$ cat src/scs_defs.svh
/*
 * scs_defs.svh: offsets, field positions, codes, reset values and counts
 * for the system clock source select block.
 * assumes: included by the package and the design file by its bare name.
 */
`ifndef SCS_DEFS_SVH
`define SCS_DEFS_SVH

// ----------------------------------------------------------------------
// register byte offsets
// ----------------------------------------------------------------------
`define SCS_OFS_REQUEST 12'h000
`define SCS_OFS_CURRENT 12'h004
`define SCS_OFS_SWITCH 12'h008
`define SCS_OFS_READY 12'h00c
`define SCS_OFS_MANUAL 12'h010
`define SCS_OFS_FREQ 12'h014
`define SCS_OFS_TRIM 12'h018
`define SCS_OFS_DONE 12'h01c

// ----------------------------------------------------------------------
// field positions
// ----------------------------------------------------------------------
`define SCS_SRC_LSB 4
`define SCS_HOLD_BIT 7
`define SCS_NSR_BIT 4
`define SCS_ORDY_BIT 3

// ----------------------------------------------------------------------
// source codes
// ----------------------------------------------------------------------
`define SCS_SRC_HF2X 3'h0
`define SCS_SRC_EXT4X 3'h1
`define SCS_SRC_SEC 3'h2
`define SCS_SRC_LF 3'h3
`define SCS_SRC_EXT 3'h4
`define SCS_SRC_HF 3'h6

// oscillator vector bit positions
`define SCS_O_EXT 0
`define SCS_O_HF 1
`define SCS_O_LF 2
`define SCS_O_SEC 3
`define SCS_O_PLL4 4
`define SCS_O_PLL2 5

// external mode codes
`define SCS_MODE_ECH 3'h0
`define SCS_MODE_ECM 3'h1
`define SCS_MODE_ECL 3'h2
`define SCS_MODE_LP 3'h3
`define SCS_MODE_XT 3'h4
`define SCS_MODE_HS 3'h5

// fast rc frequency codes
`define SCS_FRQ_1M 4'h0
`define SCS_FRQ_8M 4'h4
`define SCS_FRQ_12M 4'h5
`define SCS_FRQ_16M 4'h6

// ----------------------------------------------------------------------
// reset values and counts
// ----------------------------------------------------------------------
`define SCS_TRIM_RST 6'h00
`define SCS_OST_LAST 10'h3ff
`define SCS_DIV_MAX 4'h9

`endif

$ cat src/scs_pkg.sv
/*
 * scs_pkg.sv: types of the system clock source select block.
 * assumes: scs_defs.svh is on the include path.
 */
package scs_pkg;
`include "scs_defs.svh"

    // switch sequencer, gray coded along idle-wait-gap
    typedef enum logic [1:0] {
        SCS_SW_IDLE = 2'b00,
        SCS_SW_WAIT = 2'b01,
        SCS_SW_GAP = 2'b11
    } scs_sw_t;

    typedef struct packed {
        scs_sw_t sw;
        logic init;
        logic [2:0] requested_clock_source;
        logic [3:0] requested_clock_divider;
        logic [2:0] cosc;
        logic [3:0] cdiv;
        logic hold;
        logic nsr;
        logic done;
        logic [3:0] frq;
        logic [5:0] trim;
        logic [5:0] men;
        logic [9:0] crystal_startup_counter;
        logic ost_ok;
        logic xin_q;
        logic [8:0] div;
        logic tick;
        logic gate;
        logic [31:0] rdata;
    } scs_state_t;
endpackage

$ cat src/scs_clock_select.sv
/*
 * scs_clock_select.sv: system clock source selection, crystal start-up
 * counter, post-divider, fast rc trim, ready status and manual enables.
 * assumes: apb master on pclk; oscillator ready levels and the sampled
 * crystal input level are synchronous to pclk; configuration inputs are
 * stable from reset onward.
 */
// The register offsets and register access over APB were left to the implementer.
// Functional notes
// - crystal modes wait 1024 crystal input cycles before external source is ready
// - start-up count restarts after power-on reset, brown-out reset and wake-up
// - external source with 4x multiplier chosen by reset select or request field
// - secondary 32k oscillator selectable at run time by clock switching
// - pin output enable configuration decides crystal out pin carries clock output outside crystal modes
// - reset select 110 starts fast rc at 1 MHz, 000 at 16 MHz doubled to 32 MHz
// - four-bit frequency select field sets fast rc frequency
// - divider field divides selected source from 1:1 to 1:512
// - 2x multiplier accepts only 8, 12, 16 MHz fast rc inputs
// - reset select 000 loads frequency field 110 and enables 2x multiplier
// - trim is six-bit two's complement, resets to 00h, fast rc only
// - trim 1Fh is highest adjustment, 20h lowest
// - trim change takes effect gradually with no completion indication
// - trim writes never touch slow rc frequency
// - slow rc always runs for timers and monitor, also selectable
// - slow rc selectable by reset select or run-time request
// - ready status register shows one ready bit per oscillator
// - manual enable register turns oscillators on; software polls ready
// - six selectable sources at run time
// - external clock input mode skips start-up count entirely
// - current clock keeps running until requested source is ready
// - ready source with hold clear completes switch, sets ready and done flags
`timescale 1ns/1ps
`default_nettype none
`include "scs_defs.svh"

module scs_clock_select
    import scs_pkg::*;
(
    input wire logic pclk,
    input wire logic presetn,
    input wire logic psel,
    input wire logic penable,
    input wire logic pwrite,
    input wire logic [11:0] paddr,
    input wire logic [31:0] pwdata,
    output logic [31:0] prdata,
    output logic pready,
    output logic pslverr,
    input wire logic [2:0] reset_clock_select,
    input wire logic [2:0] ext_mode,
    input wire logic clock_pin_output_enable,
    input wire logic por_event,
    input wire logic brownout_reset,
    input wire logic wake_event,
    input wire logic crystal_in_pin,
    input wire logic fast_rc_ok,
    input wire logic slow_rc_ok,
    input wire logic sec_osc_ok,
    input wire logic pll4_lock,
    input wire logic pll2_lock,
    output logic [5:0] osc_enable,
    output logic [3:0] fast_rc_freq_select,
    output logic [5:0] fast_rc_trim,
    output logic [2:0] clk_mux_sel,
    output logic clk_mux_gate,
    output logic sys_clk_en,
    output logic crystal_out_clkout
);

    // ------------------------------------------------------------------
    // decoding functions
    // ------------------------------------------------------------------

    // oscillators that a source code needs
    function automatic logic [5:0] src_need(input logic [2:0] s);
        logic [5:0] n;
        n = 6'h00;
        case (s)
            `SCS_SRC_HF2X: n = 6'h22;
            `SCS_SRC_EXT4X: n = 6'h11;
            `SCS_SRC_SEC: n = 6'h08;
            `SCS_SRC_LF: n = 6'h04;
            `SCS_SRC_EXT: n = 6'h01;
            `SCS_SRC_HF: n = 6'h02;
            default: n = 6'h00;
        endcase
        return n;
    endfunction

    function automatic logic src_valid(input logic [2:0] s);
        return src_need(s) != 6'h00;
    endfunction

    function automatic logic is_crystal(input logic [2:0] m);
        return m == `SCS_MODE_LP || m == `SCS_MODE_XT || m == `SCS_MODE_HS;
    endfunction

    // ------------------------------------------------------------------
    // state and derived levels
    // ------------------------------------------------------------------
    scs_state_t st_ff;
    scs_state_t nxt_st;
    logic [5:0] rdy;
    logic [5:0] en;
    logic frq_pll_ok;
    logic new_rdy;
    logic setup;
    logic wr;
    logic hit;
    logic restart;
    logic xin_rise;
    logic [8:0] div_last;

    // oscillator enables: requested, current and manual
    always_comb
    begin
        en = src_need(st_ff.requested_clock_source) | src_need(st_ff.cosc) | st_ff.men;
        en[`SCS_O_LF] = 1'b1;
    end

    // only 8, 12 and 16 MHz feed the 2x multiplier
    assign frq_pll_ok = st_ff.frq == `SCS_FRQ_8M || st_ff.frq == `SCS_FRQ_12M
        || st_ff.frq == `SCS_FRQ_16M;

    // ready status per oscillator
    always_comb
    begin
        rdy = 6'h00;
        rdy[`SCS_O_EXT] = en[`SCS_O_EXT] & (!is_crystal(ext_mode) | st_ff.ost_ok);
        rdy[`SCS_O_HF] = en[`SCS_O_HF] & fast_rc_ok;
        rdy[`SCS_O_LF] = slow_rc_ok;
        rdy[`SCS_O_SEC] = en[`SCS_O_SEC] & sec_osc_ok;
        rdy[`SCS_O_PLL4] = en[`SCS_O_PLL4] & pll4_lock & rdy[`SCS_O_EXT];
        rdy[`SCS_O_PLL2] = en[`SCS_O_PLL2] & pll2_lock & rdy[`SCS_O_HF] & frq_pll_ok;
    end

    assign new_rdy = (src_need(st_ff.requested_clock_source) & rdy) == src_need(st_ff.requested_clock_source);
    assign setup = psel & !penable;
    assign wr = psel & penable & pwrite;
    assign hit = paddr[11:5] == 7'h00 && paddr[1:0] == 2'b00;
    assign restart = por_event | brownout_reset | wake_event;
    assign xin_rise = crystal_in_pin & !st_ff.xin_q;
    assign div_last = 9'((10'h001 << st_ff.cdiv) - 10'h001);

    // ------------------------------------------------------------------
    // next state
    // ------------------------------------------------------------------
    always_comb
    begin
        nxt_st = st_ff;
        nxt_st.xin_q = crystal_in_pin;
        nxt_st.nsr = 1'b0;

        // reset-time selection, taken once after release
        if (!st_ff.init)
        begin
            nxt_st.init = 1'b1;
            nxt_st.cosc = reset_clock_select;
            nxt_st.requested_clock_source = reset_clock_select;
            if (reset_clock_select == `SCS_SRC_HF2X)
                nxt_st.frq = `SCS_FRQ_16M;
            else if (reset_clock_select == `SCS_SRC_HF)
                nxt_st.frq = `SCS_FRQ_1M;
        end

        // crystal start-up counter
        if (restart || !en[`SCS_O_EXT] || !is_crystal(ext_mode))
        begin
            nxt_st.crystal_startup_counter = 10'h000;
            nxt_st.ost_ok = 1'b0;
        end
        else if (xin_rise && !st_ff.ost_ok)
        begin
            nxt_st.crystal_startup_counter = st_ff.crystal_startup_counter + 10'h001;
            if (st_ff.crystal_startup_counter == `SCS_OST_LAST)
                nxt_st.ost_ok = 1'b1;
        end

        // post-divider enable pulses
        nxt_st.tick = 1'b0;
        if (st_ff.div >= div_last)
        begin
            nxt_st.div = 9'h000;
            nxt_st.tick = st_ff.gate;
        end
        else
            nxt_st.div = st_ff.div + 9'h001;

        // switch sequencer
        nxt_st.gate = 1'b1;
        case (st_ff.sw)
            SCS_SW_IDLE:
            begin
                if (st_ff.init && (st_ff.requested_clock_source != st_ff.cosc || st_ff.requested_clock_divider != st_ff.cdiv))
                    nxt_st.sw = SCS_SW_WAIT;
            end
            SCS_SW_WAIT:
            begin
                if (st_ff.requested_clock_source == st_ff.cosc && st_ff.requested_clock_divider == st_ff.cdiv)
                    nxt_st.sw = SCS_SW_IDLE;
                else if (new_rdy)
                begin
                    nxt_st.nsr = 1'b1;
                    nxt_st.done = 1'b1;
                    if (!st_ff.hold)
                    begin
                        nxt_st.sw = SCS_SW_GAP;
                        nxt_st.gate = 1'b0;
                    end
                end
            end
            SCS_SW_GAP:
            begin
                nxt_st.cosc = st_ff.requested_clock_source;
                nxt_st.cdiv = st_ff.requested_clock_divider;
                nxt_st.div = 9'h000;
                nxt_st.sw = SCS_SW_IDLE;
            end
            default: nxt_st.sw = SCS_SW_IDLE;
        endcase

        // register writes
        if (wr && hit)
        begin
            case (paddr)
                `SCS_OFS_REQUEST:
                begin
                    if (src_valid(pwdata[6:4]))
                        nxt_st.requested_clock_source = pwdata[6:4];
                    nxt_st.requested_clock_divider = pwdata[3:0] > `SCS_DIV_MAX ? `SCS_DIV_MAX : pwdata[3:0];
                end
                `SCS_OFS_SWITCH: nxt_st.hold = pwdata[`SCS_HOLD_BIT];
                `SCS_OFS_MANUAL: nxt_st.men = pwdata[5:0];
                `SCS_OFS_FREQ: nxt_st.frq = pwdata[3:0];
                `SCS_OFS_TRIM: nxt_st.trim = pwdata[5:0];
                `SCS_OFS_DONE:
                begin
                    if (pwdata[0] && !nxt_st.done)
                        nxt_st.done = 1'b0;
                    else if (pwdata[0] && !(st_ff.sw == SCS_SW_WAIT && new_rdy))
                        nxt_st.done = 1'b0;
                end
                default: nxt_st.men = nxt_st.men;
            endcase
        end

        // read data captured in the setup cycle
        if (setup)
        begin
            nxt_st.rdata = 32'h0000_0000;
            case (paddr)
                `SCS_OFS_REQUEST: nxt_st.rdata[6:0] = {st_ff.requested_clock_source, st_ff.requested_clock_divider};
                `SCS_OFS_CURRENT: nxt_st.rdata[6:0] = {st_ff.cosc, st_ff.cdiv};
                `SCS_OFS_SWITCH:
                begin
                    nxt_st.rdata[`SCS_HOLD_BIT] = st_ff.hold;
                    nxt_st.rdata[`SCS_NSR_BIT] = st_ff.sw == SCS_SW_WAIT && new_rdy;
                    nxt_st.rdata[`SCS_ORDY_BIT] = st_ff.sw == SCS_SW_IDLE;
                end
                `SCS_OFS_READY: nxt_st.rdata[5:0] = rdy;
                `SCS_OFS_MANUAL: nxt_st.rdata[5:0] = st_ff.men;
                `SCS_OFS_FREQ: nxt_st.rdata[3:0] = st_ff.frq;
                `SCS_OFS_TRIM: nxt_st.rdata[5:0] = st_ff.trim;
                `SCS_OFS_DONE: nxt_st.rdata[0] = st_ff.done;
                default: nxt_st.rdata = 32'h0000_0000;
            endcase
        end
    end

    // ------------------------------------------------------------------
    // state register
    // ------------------------------------------------------------------
    always_ff @(posedge pclk or negedge presetn)
    begin
        if (!presetn)
        begin
            st_ff <= '0;
            st_ff.trim <= `SCS_TRIM_RST;
            st_ff.gate <= 1'b1;
        end
        else
            st_ff <= nxt_st;
    end

    // ------------------------------------------------------------------
    // outputs
    // ------------------------------------------------------------------
    assign prdata = st_ff.rdata;
    assign pready = 1'b1;
    assign pslverr = psel & penable & !hit;
    assign osc_enable = en;
    assign fast_rc_freq_select = st_ff.frq;
    assign fast_rc_trim = st_ff.trim;
    assign clk_mux_sel = st_ff.cosc;
    assign clk_mux_gate = st_ff.gate;
    assign sys_clk_en = st_ff.tick;
    assign crystal_out_clkout = clock_pin_output_enable & !is_crystal(ext_mode);
endmodule
`default_nettype wire

$ cat config.mk
export PLATFORM = sky130hd
export DESIGN_NAME = scs_clock_select
export DESIGN_NICKNAME = d
export VERILOG_FILES = /design/src/scs_pkg.sv /design/src/scs_clock_select.sv
export VERILOG_INCLUDE_DIRS = /design/src
export SDC_FILE = /design/constraint.sdc
export NUM_CORES = 1
export LEC_CHECK = 0
export BUFFER_PORTS_ARGS = -buffer_cell sky130_fd_sc_hd__buf_2
export CELL_PAD_IN_SITES_DETAIL_PLACEMENT = 2
export CELL_PAD_IN_SITES_GLOBAL_PLACEMENT = 2
export CORE_MARGIN = 4
export CORE_UTILIZATION = 34
export DETAILED_ROUTE_END_ITERATION = 6
export PLACE_DENSITY = 0.9
export SLEW_MARGIN = 15
export SYNTH_ARGS = -nofsm -noshare
export SYNTH_HDL_FRONTEND = slang
export SYNTH_SLANG_ARGS = --single-unit
export TNS_END_PERCENT = 20
$ cat constraint.sdc
create_clock -name pclk -period 5.3 [get_ports pclk]
set_input_delay 0.795 -clock pclk [delete_from_list [all_inputs] [get_ports pclk]]
set_output_delay 0.795 -clock pclk [all_outputs]
set_load 0.05 [all_outputs]
### Word-level counts from Yosys, hierarchy flattened

Index checks and enable logic that the tools add are counted.

| word-level totals | value |
|---|---|
| output and inout port bits | 56 |
| register bits | 66 |
| input port bits | 65 |
| word-level logic and storage cells | 172 |

| cells by class | value |
|---|---|
| mux-type cells | 47 |
| reductions and logical operators | 40 |
| shift operators | 1 |
| bitwise gates (word level) | 20 |
| add/sub/neg operators | 3 |
| magnitude comparators | 2 |
| equality and inequality tests | 41 |

Operators by type and width:

| cell | number |
|---|---|
| $pmux 6 s6 | 3 |
| $eq 12x5->1 const B | 4 |
| $eq 3x3->1 const B | 9 |
| $eq 12x4->1 const B | 2 |
| $mux 6 | 4 |
| $mux 11 | 2 |
| $eq 3x2->1 const B | 7 |
| $mux 7 | 3 |
| $mux 4 | 5 |
| $mux 9 | 2 |
| $mux 17 | 1 |
| $and 1x1->1 | 14 |
| $pmux 1 s7 | 2 |
| $mux 1 | 13 |
| $eq 12x3->1 const B | 1 |
| $eq 4x3->1 const B | 3 |
| $logic_not 12->1 | 1 |
| $logic_not 3->1 | 4 |
| $or 6x6->6 | 2 |
| $pmux 2 s6 | 1 |
| $add 10x1->10 const B | 1 |
| $eq 10x10->1 const B | 1 |
| $reduce_and 2->1 | 5 |
| $add 9x1->9 const B | 1 |
| 31 further kinds | 63 |

### Longest topological paths before layout

Gate-level depths: netlist of the first run.

| logic depth | value |
|---|---|
| depth after elaboration | 17 |
| gate-level depth with buffers | 15 |
| gate-level depth less buffers | 12 |

### Least setup slack after synthesis of the first run

OpenSTA, ideal clock, no wires.

| path | value |
|---|---|
| path kind | register to register |
| start | register st_ff[75] (netlist name) |
| end | register st_ff[34] (netlist name) |
| cell stages (with the launch flop) | 14 |
| data arrival time | 2,981 ps |
| slack | 2,216 ps |
| period minus slack after synthesis | 3,084 ps |
| data required time | 5,196 ps |
| buffers on the path | 2 |
| setup time | 104 ps |
| cells stage by stage | dfrtp_1 clkbuf_1 nor3_1 nand2_1 ha_1 clkbuf_1 nor3_1 a21oi_1 o21a_1 ha_1 or4_1 a221oi_1 o21ai_1 a221oi_1 |

RTL lines:

| what | line | source |
|---|---|---|
| start: declaration | scs_clock_select.sv:101 | `scs_state_t st_ff;` |
| start signal: assignment | scs_clock_select.sv:282 | `st_ff <= nxt_st;` |

==> summary.txt, run 1 <==
Power
  • Power, Total: around 1.7 mW
  • Pleak: around 2.2 nW
  • Max rail drop VDD: 0.000154 V
  • Power per Cell Area: roughly 360 nW/um^2

Route
  • Antenna-violating nets left: 0
  • WL/cell: just over 20 um
  • TritonRoute pass-1 iters: 4
  • DRC viols: 0
  • Via count: roughly 3500
  • Starting DRC count in detailed routing: 210
  • Final wirelength: 13.7 mm
  • Via density: ~5.3

Yosys
  • Register area share after synthesis: roughly 38%
  • Synthesized cell area: 4300 um^2
  • Synth cell count leaders: 65 x dfrtp_1, 47 x buf_4, 36 x nand2_1
  • Syn Area/Cell: between 9 and 10 um^2
  • Area share of the largest cell type after synthesis: 37.8%
  • Area share of and/or/nand/nor cells after synthesis: between 10% and 20%
  • YS warnings: 0
  • Post-synthesis cell count: roughly 470
  • Multiplexer share of the synthesized area: a little under 9%
  • Number of synthesized flops with an enable pin: 0
  • Flops & latches, synth: 66
  • Adder-Cell Fraction of Synth Area: 3.49%
  • Combinational family with the most area after synthesis: simple AND/OR/NAND/NOR gates
  • Yosys top cell by area: dfrtp_1
  • Synth Area in XOR/XNOR: between 5 and 6%
  • Most frequent cell after synthesis: dfrtp_1
  • Async set-reset flop share out of synthesis: 100%
  • Post-synth top flop: dfrtp_1
  • Yosys cell types: between 50 and 60
  • Synth Area in Compound Gates: around 12%
  • Top post-synthesis cells by area: dfrtp_1 38%, buf_4 8.2%, mux2_2 6.8%

Clock tree
  • Setup Fix Bufs, Post-CTS: 0
  • CTS tree: done
  • Hold_buf cts: 0
  • # resized after CTS: 0
  • Max Root-Sink Buffers: 2
  • Clk Latency, worst-skew pair: around 0.34 ns
  • CTS H-tree lvls: 3
  • CTS Sinks: 66
  • CTS buffer count: 9
  • Worst-path clk slew: 0.06 ns
  • CTS Root Cell: clkbuf_16

STA
  • Skew final: approximately 0.008 ns
  • Final Hold Viols: 0
  • Minimum clock period: approximately 3.6 ns
  • Hold slack: 0.484 ns
  • Finish-stage setup viols: 0
  • Setup TNS: 0 ns
  • Crit share post-route: 67.4%
  • Fmax: 280 MHz
  • RSZ-0062 raised after global routing: no
  • Slew HR: 42.7%
  • Least-Margin Pin Slew: roughly 0.86 ns
  • Pins Over Slew Limit: 0

Floorplan
  • Die area: 14500 um^2
  • Initial Util: between 30% and 40%
  • Die Y: 121 um
  • Site row count: 40
  • Core Box Area: approximately 12000 um^2
  • Die width: around 120 um
  • Top Ports: between 100 and 150

Cells and area
  • Antenna Cells: 0
  • P&R area growth vs syn: 11.7%
  • Post-route cell area: roughly 4800 um^2
  • Nets: around 570
  • Core Util, Final: 39.4%
  • Share of cells above drive strength 1: 23.8%

GRT
  • Largest net degree at the start of global routing: 67
  • Global-route wire length before repair: between 20 and 25 mm
  • Total track usage: a little under 20%
  • Global route total overflow: 0
  • Number of global-route vias before repair: ~4000
  • Initial antenna violation count: 0

Placement
  • Routability congestion estimate: ~0.93
  • Buffers on Ports: 70
  • Post-placement cell area: roughly 4500 um^2
  • HPWL Detailed: slightly above 10 mm

Critical path
  • Worst path required time: 5.52 ns
  • Critical path type: flop to flop
  • Critical path arrival: around 3.8 ns
  • Crit path max fanout: 11
  • Worst Setup Start Kind: flop
  • Kind of end point of the critical path: flop

Run status
  • Status: complete, no violations

Worst hold path
  • Hold Path Class: flop to flop

Run
  • Maxcap violations: 0
[path summary, 6_finish.rpt]
kind                                start        end  slack (ns)  cells after the start
worst max-delay path            st_ff[75]  st_ff[41]        1.73                     11
worst min-delay path            prdata[0]  prdata[0]        0.48                      2
worst max register to register  st_ff[75]  st_ff[41]        1.73                     11
worst min register to register  prdata[0]  prdata[0]        0.48                      2
max in group asynchronous         presetn  st_ff[50]        4.09                      2
min in group asynchronous         presetn  st_ff[36]        0.65                      2
[power by group]
group	switching [mW]	internal, mW	total, mW
registers	0.0821	0.540	0.622
logic	0.343	0.128	0.471
clock network	0.215	0.418	0.633
[final cells by class]
| class | count | area (um^2) |
|---|---|---|
| tap | 168 | 210 |
| sequential | 66 | 1650 |
| timing repair buffer | 71 | 358 |
| multi-input combinational | 339 | 2240 |
| inverter | 10 | 37.5 |
| clock buffer | 11 | 243 |
| clock inverter | 3 | 65.1 |
| fill | 1382 | 7400 |
[critical path, cell delays in order, from the launching register on]
cell and delay (ns):
dfrtp_1 0.51, nor3_1 0.31, nand2_1 0.12, ha_1 0.30, nor3_1 0.28, a21oi_1 0.07, o21a_1 0.20, ha_1 0.21
or4_1 0.53, a221oi_1 0.22, o21ai_1 0.31, a221oi_1 0.38
[through the flow]
stage,setup WS [ns],std cells
4_1_cts,1.68,668
3_3_place_gp,2.03,654
6_report,1.73,668
5_1_grt,1.51,668
3_5_place_dp,1.70,654
2_1_floorplan,2.22,490
[cell usage in the layout, fill, tap and decap left out, types with 3 or more instances in the layout]
cell type  instances
nor3_1             8
nand2_1           36
nor2_1            34
o21ai_0           18
xor2_1            19
a31oi_1            7
nand2b_1          10
dfrtp_1           65
or2_2              3
conb_1            27
a22oi_1            4
xnor2_1           10
nand4_1            8
nor2b_1            5
clkbuf_16          9
inv_1             10
nor3b_1            4
and2_1             3
or3_1              3
a21oi_1           21
and3_1            10
nand3_1           15
mux2_2            26
buf_2             70
a221oi_1           6
nand3b_1           3
mux2i_1            4
o21a_1             7
ha_1              12
[per-layer routing]
metal | vias up | GRT usage, % | wire, um | share of wire, %
met2 | 95 | 33.8 | 7030 | 51
li1 | 1623 | - | - | -
met3 | 29 | 3.51 | 571 | 4.2
met4 | 0 | 8.14 | 400 | 2.9
met5 | - | 0 | 0 | 0
met1 | 1799 | 23.7 | 5680 | 41
[cell families (layout without fill, tap and decap cells)]
kind of cell,count (synthesis),count (layout)
and+or+nand+nor,156,156
adders and majority gates,12,12
AOI/OAI and AO/OA,83,83
buffers and inverters,85,95
xor gates and xnor gates,29,29
DFF,66,66
muxes,32,32
other,2,27
[flip-flops by register name (all words and copies together) (netlist names)]
name / flops
st_ff: 43
prdata: 8
fast_rc_trim: 6
fast_rc_freq_select: 4
clk_mux_sel: 3
clk_mux_gate: 1
sys_clk_en: 1
Note: power is estimated with default switching activity, not from simulation.
==> run 2: changes to the inputs <==
--- a/config.mk
+++ b/config.mk
@@ -6,13 +6,14 @@
 export SDC_FILE = /design/constraint.sdc
 export NUM_CORES = 1
 export LEC_CHECK = 0
+export ABC_AREA = 1
 export BUFFER_PORTS_ARGS = -buffer_cell sky130_fd_sc_hd__buf_2
 export CELL_PAD_IN_SITES_DETAIL_PLACEMENT = 2
 export CELL_PAD_IN_SITES_GLOBAL_PLACEMENT = 2
 export CORE_MARGIN = 4
-export CORE_UTILIZATION = 34
+export CORE_UTILIZATION = 27
 export DETAILED_ROUTE_END_ITERATION = 6
-export PLACE_DENSITY = 0.9
+export PLACE_DENSITY = 0.81
 export SLEW_MARGIN = 15
 export SYNTH_ARGS = -nofsm -noshare
 export SYNTH_HDL_FRONTEND = slang
==> constraint.sdc (replaced) <==
create_clock -name pclk -period 3.2 [get_ports pclk]
set_input_delay 0.48 -clock pclk [delete_from_list [all_inputs] [get_ports pclk]]
set_output_delay 0.48 -clock pclk [all_outputs]
set_load 0.05 [all_outputs]
==> run 2 against run 1 <==
Final area rose by 8.0%. Setup slack got worse by 1.3 ns. Core utilization fell by 8.1 points. Critical endpoint is now st_ff[35].
==> summary.txt, run 2 <==
Route
  • Via count: roughly 4100
  • Final wirelength: ~15 mm
  • TritonRoute pass-1 iters: 4
  • Antenna-violating nets left: 0
  • WL/cell: 17.1 um
  • Via density: approximately 4.7
  • Starting DRC count in detailed routing: roughly 140
  • DRC viols: 0

Cells and area
  • Reg with most FFs: st_ff
  • Nets: approximately 730
  • Share of cells above drive strength 1: a little under a quarter
  • Post-route cell area: 5200 um^2
  • Max reg flops: between 40 and 50
  • P&R area growth vs syn: 13.6%
  • Commonest cells after routing, fill and taps aside: 136 x nand2_1, 69 x buf_2, 65 x dfrtp_1, 63 x inv_1, 41 x nor2_1
  • Commonest non-fill, non-tap cell in the layout: nand2_1
  • Layout fillers: between 1500 and 2000
  • Antenna Cells: 0

STA
  • Skew final: 0.00702 ns
  • Setup TNS: 0 ns
  • Minimum clock period: about 2.8 ns
  • Fmax: between 300 and 400 MHz
  • Final Hold Viols: 0
  • Hold slack: approximately 0.17 ns
  • Finish-stage setup viols: 0
  • Crit share post-route: around 88%
  • Least-Margin Pin Slew: about 0.65 ns
  • Slew HR: 56.5%
  • Pins Over Slew Limit: 0
  • RSZ-0062 raised after global routing: no

Placement
  • Post-placement cell area: a little under 5000 um^2
  • Routability congestion estimate: roughly 0.86
  • HPWL Detailed: 12.3 mm
  • Buffers on Ports: 70

Critical path
  • FF-to-FF End: st_ff[35]
  • R2R Setup Slk: 0.39 ns
  • Worst R2R Path Depth: 12
  • Worst Setup Start Kind: flop
  • Worst path max stage delay: 0.49 ns
  • Critical path arrival: between 3 and 4 ns
  • CP bufs+invs: 1
  • Critical path type: flop to flop
  • CP max-delay cell: dfrtp_1
  • Worst R2R Start: st_ff[76]
  • Crit path max fanout: 9
  • WP depth: 12
  • Worst path required time: around 3.4 ns
  • Critical path's most frequent cell: ha_1
  • Kind of end point of the critical path: flop
  • Crit path max-delay family: simple AND/OR/NAND/NOR gates
  • CP Cell Sequence: nor2_1, nand3_1, ha_1, nand2_1, xor2_1, o31ai_1, ha_1, a21oi_1, o31a_1, nand4_1, buf_4, nor3b_1

Clock tree
  • # resized after CTS: 0
  • CTS Root Cell: clkbuf_16
  • Worst-path clk slew: around 0.06 ns
  • Clk Latency, worst-skew pair: approximately 0.33 ns
  • CTS buffer count: 9
  • Max Root-Sink Buffers: 2
  • CTS H-tree lvls: 3
  • CTS tree: done
  • Hold_buf cts: 0
  • CTS Sinks: 66

Yosys
  • Post-synth top flop: dfrtp_1
  • Flops & latches, synth: 66
  • Register area share after synthesis: a little over a third
  • Yosys top cell by area: dfrtp_1
  • Yosys cell types: 45
  • Synthesized cell area: ~4600 um^2
  • Async set-reset flop share out of synthesis: 100%
  • Synth cell count leaders: 136 x nand2_1, 65 x dfrtp_1, 63 x inv_1
  • Top post-synthesis cells by area: dfrtp_1 36%, nand2_1 11%, buf_4 7.7%
  • YS warnings: 0
  • Area share of the largest cell type after synthesis: a little over a third
  • Post-synthesis cell count: between 500 and 600
  • Syn Area/Cell: 7.66 um^2
  • Number of synthesized flops with an enable pin: 0
  • Most frequent cell after synthesis: nand2_1

Floorplan
  • Die Y: approximately 140 um
  • Core Box Area: 16600 um^2
  • Die area: ~19000 um^2
  • Die width: between 100 and 150 um
  • Initial Util: approximately 28%
  • Top Ports: around 120
  • Site row count: 47

GRT
  • Initial antenna violation count: 0
  • Number of global-route vias before repair: 4723
  • Global-route wire length before repair: ~25 mm
  • Largest net degree at the start of global routing: approximately 50
  • Global route total overflow: 0
  • Total track usage: between 10% and 20%

Run status
  • Status: complete, no violations

Worst hold path
  • Hold Path Class: input port to async pin

Power
  • Power per Cell Area: between 600 and 700 nW/um^2
  • Pleak: about 2.6 nW
  • Max rail drop VDD: a little over 0.0002 V

Run
  • Maxcap violations: 0
==> run 2: cells by family after synthesis <==
group	after synthesis	share of synthesized area [%]
muxes	1	0.246
AOI/OAI and AO/OA	77	10.1
and+or+nand+nor	293	32.4
buffers and inverters	134	15.3
adders and majority gates	12	3.28
other	2	0.164
DFF	66	36.1
xor gates and xnor gates	12	2.30
==> run 2: metrics by stage <==
step / std cells / utilization (%) / total power, mW / worst slack [ns]
5_1_grt: 879 / 31.3 / 3.54 / 0.158
4_1_cts: 877 / 31.2 / 3.35 / 0.182
3_3_place_gp: 861 / 29.6 / 2.32 / 0.435
6_report: 879 / 31.3 / 3.31 / 0.392
2_1_floorplan: 622 / - / 2.07 / 0.712
3_5_place_dp: 861 / 29.6 / 2.43 / 0.226
==> run 2: power by group <==
| part | leakage (nW) | total (mW) | switching [mW] | internal [mW] |
|---|---|---|---|---|
| clock | 0.133 | 0.902 | 0.360 | 0.542 |
| sequential | 0.847 | 1.11 | 0.164 | 0.943 |
| combinational | 1.64 | 1.30 | 0.940 | 0.363 |
==> run 2: cell type report <==
| class | count | area (um^2) | share of cell area, % |
|---|---|---|---|
| inverters | 80 | 300 | 5.78 |
| clock inverters | 3 | 15.0 | 0.289 |
| clock buffers | 13 | 250 | 4.82 |
| well taps | 220 | 275 | 5.30 |
| flip-flops and latches | 66 | 1650 | 31.8 |
| repair buffers | 75 | 390 | 7.51 |
| multi-input cells | 422 | 2310 | 44.5 |
==> run 2: worst max path at each step <==
stage	end	slack (ns)	start
after global routing	st_ff[41]	0.16	st_ff[76]
after detailed placement	st_ff[42]	0.23	st_ff[76]
after global placement	st_ff[35]	0.44	st_ff[76]
after CTS	st_ff[35]	0.18	st_ff[76]
final	st_ff[35]	0.39	st_ff[76]
after floorplan	st_ff[35]	0.71	st_ff[76]
==> run 2: routing by layer <==
layer | global-route usage, % | wire length, um | share of wire, %
met1 | 19.4 | 6490 | 43
met2 | 29.2 | 7810 | 52
met3 | 2.52 | 444 | 3.0
met4 | 4.26 | 254 | 1.7
met5 | 0 | 0 | 0
==> run 2: repair_timing <==
action,in CTS,in global routing
endpoints found under the setup margin,0,9
setup buffers,0,2
endpoints found under the hold margin,0,0
==> run 3: changes to the inputs <==
==> constraint.sdc (replaced) <==
create_clock -name pclk -period 3.2 [get_ports pclk]
set_input_delay 0.16 -clock pclk [delete_from_list [all_inputs] [get_ports pclk]]
set_output_delay 0.16 -clock pclk [all_outputs]
set_load 0.1 [all_outputs]
==> run 3 against run 2 <==
Non-clock buffer count grew 1. Wire length increased by 0.52%. Via count rose by 0.36%. Clock skew fell by 0.00068 ns. Global-route usage barely moved. Final area increased by 0.34%. Count of clock-buffer cells in the layout is the same. Fmax fell by 2.4%. Core utilization rose by 0.11 points. Highest routed layer unchanged.
==> summary.txt, run 3 (same netlist as run 2, synthesis figures left out) <==
Placement
  • Number of placed cells counting well taps: between 800 and 900
  • Routability congestion estimate: 0.827
  • Buffers on Ports: 70
  • HPWL Detailed: approximately 12 mm

GRT
  • Total track usage: between 15 and 20%
  • Global-route wire length before repair: 24.7 mm
  • Global route total overflow: 0
  • Largest net degree at the start of global routing: 35
  • Initial antenna violation count: 0
  • Number of global-route vias before repair: roughly 4700

Cells and area
  • Max reg flops: 43
  • Antenna Cells: 0
  • Core Util, Final: between 30% and 40%
  • P&R area growth vs syn: 14.0%
  • Reg with most FFs: st_ff
  • Share of cells above drive strength 1: roughly a quarter
  • Nets: between 700 and 800
  • Commonest cells after routing, fill and taps aside: 136 x nand2_1, 70 x buf_2, 65 x dfrtp_1, 63 x inv_1, 41 x nor2_1
  • Layout Cells excl Fill: just under 900
  • Commonest non-fill, non-tap cell in the layout: nand2_1

Critical path
  • Worst path required time: about 3.4 ns
  • CP max-delay cell: dfrtp_1
  • Critical path arrival: 3.08 ns
  • Kind of end point of the critical path: flop
  • Worst Setup Start Kind: flop
  • Crit path max fanout: 9
  • CP Cell Sequence: nor2_1, nand2_1, ha_1, nand2_1, a21oi_1, xor2_1, ha_1, inv_1, nor3_1, nand3b_1, nand4_1, buf_4, nor3_1
  • Crit path max-delay family: simple AND/OR/NAND/NOR gates
  • CP bufs+invs: 2
  • Worst path max stage delay: just under 0.5 ns
  • Critical path type: flop to flop
  • R2R Setup Slk: around 0.32 ns

Clock tree
  • CTS Sinks: 66
  • # resized after CTS: 0
  • CTS Root Cell: clkbuf_16
  • Clk Latency, worst-skew pair: about 0.34 ns
  • CTS H-tree lvls: 3
  • CTS buffer count: 9
  • Max Root-Sink Buffers: 2
  • CTS tree: done
  • Worst-path clk slew: about 0.060 ns

STA
  • Fmax: between 300 and 400 MHz
  • Final Hold Viols: 0
  • Finish-stage setup viols: 0
  • Minimum clock period: around 2.9 ns
  • Slew HR: 44.2%
  • Crit share post-route: roughly 90%
  • Skew final: between 0.006 and 0.007 ns
  • Least-Margin Pin Slew: between 0.8 and 0.9 ns
  • Setup TNS: 0 ns
  • RSZ-0062 raised after global routing: no
  • Pins Over Slew Limit: 0

Floorplan
  • Initial Util: 27.6%
  • Die area: approximately 19000 um^2
  • Die width: 138 um
  • Top Ports: between 100 and 150
  • Site row count: between 40 and 50
  • Core Box Area: 16600 um^2
  • Die Y: about 140 um

Route
  • TritonRoute pass-1 iters: 4
  • DRC viols: 0
  • WL/cell: approximately 17 um
  • Via count: 4140
  • Starting DRC count in detailed routing: approximately 140
  • Via density: around 4.7
  • Final wirelength: 15.1 mm
  • Antenna-violating nets left: 0

Worst hold path
  • Hold Path Class: input port to flop

Run
  • Maxcap violations: 0

Power
  • Power per Cell Area: 696 nW/um^2
  • Max rail drop VDD: roughly 0.00026 V
  • Power, Total: approximately 3.6 mW
  • Pleak: between 2 and 3 nW

Run status
  • Status: complete, no violations
==> run 3: worst paths after layout <==
path	from	endpoint	cells past startpoint
max	st_ff[76]	st_ff[41]	13
min	crystal_in_pin	st_ff[43]	1
max reg2reg	st_ff[76]	st_ff[41]	13
min reg2reg	prdata[5]	prdata[5]	2
max in group asynchronous	presetn	prdata[1]	3
min in group asynchronous	presetn	st_ff[37]	2
==> run 3: cell type report <==
class                      count  area, um^2
clock inverter                 3        15.0
timing repair buffer          76         398
multi-input combinational    422        2310
sequential                    66        1650
clock buffer                  13         260
inverter                      80         300
fill                        1997       11400
tap                          220         275
==> run 3: repair_timing <==
action	in CTS	in global routing
buffers inserted	0	2
hold buffers	1	0
setup endpoints to repair	0	5
hold endpoints to repair	31	0
==> run 3: routing by layer <==
layer  vias to the layer above  GRT usage (%)  part of all wire (%)
met5                         -              0                     0
met3                        19           3.25                   3.3
li1                       1970              -                     -
met2                        78           29.2                    52
met4                         0           4.00                   1.6
met1                      2073           19.1                    43
==> run 3: power by group <==
group	internal (mW)	leakage, nW	total [mW]	switching [mW]
registers	0.943	0.847	1.11	0.165
clock network	0.563	0.139	0.930	0.367
logic	0.363	1.65	1.59	1.23
==> run 3: worst reg2reg max path, stage by stage, from the launching register on <==
cell and delay [ns]:
dfrtp_1 0.49, nor2_1 0.31, nand2_1 0.15, ha_1 0.23, nand2_1 0.15, a21oi_1 0.07
xor2_1 0.17, ha_1 0.34, inv_1 0.07, nor3_1 0.28, nand3b_1 0.11, nand4_1 0.12
buf_4 0.17, nor3_1 0.06
==> run 3: stage by stage <==
step	setup slack [ns]	hold WS, ns	cell area [um^2]
detailed placement	0.166	0.305	4910
finish	0.324	0.0117	5210
CTS	0.127	0.00243	5200
floorplan	0.712	-0.136	4670
global route	0.117	0.00197	5210
global placement	0.438	0.297	4910
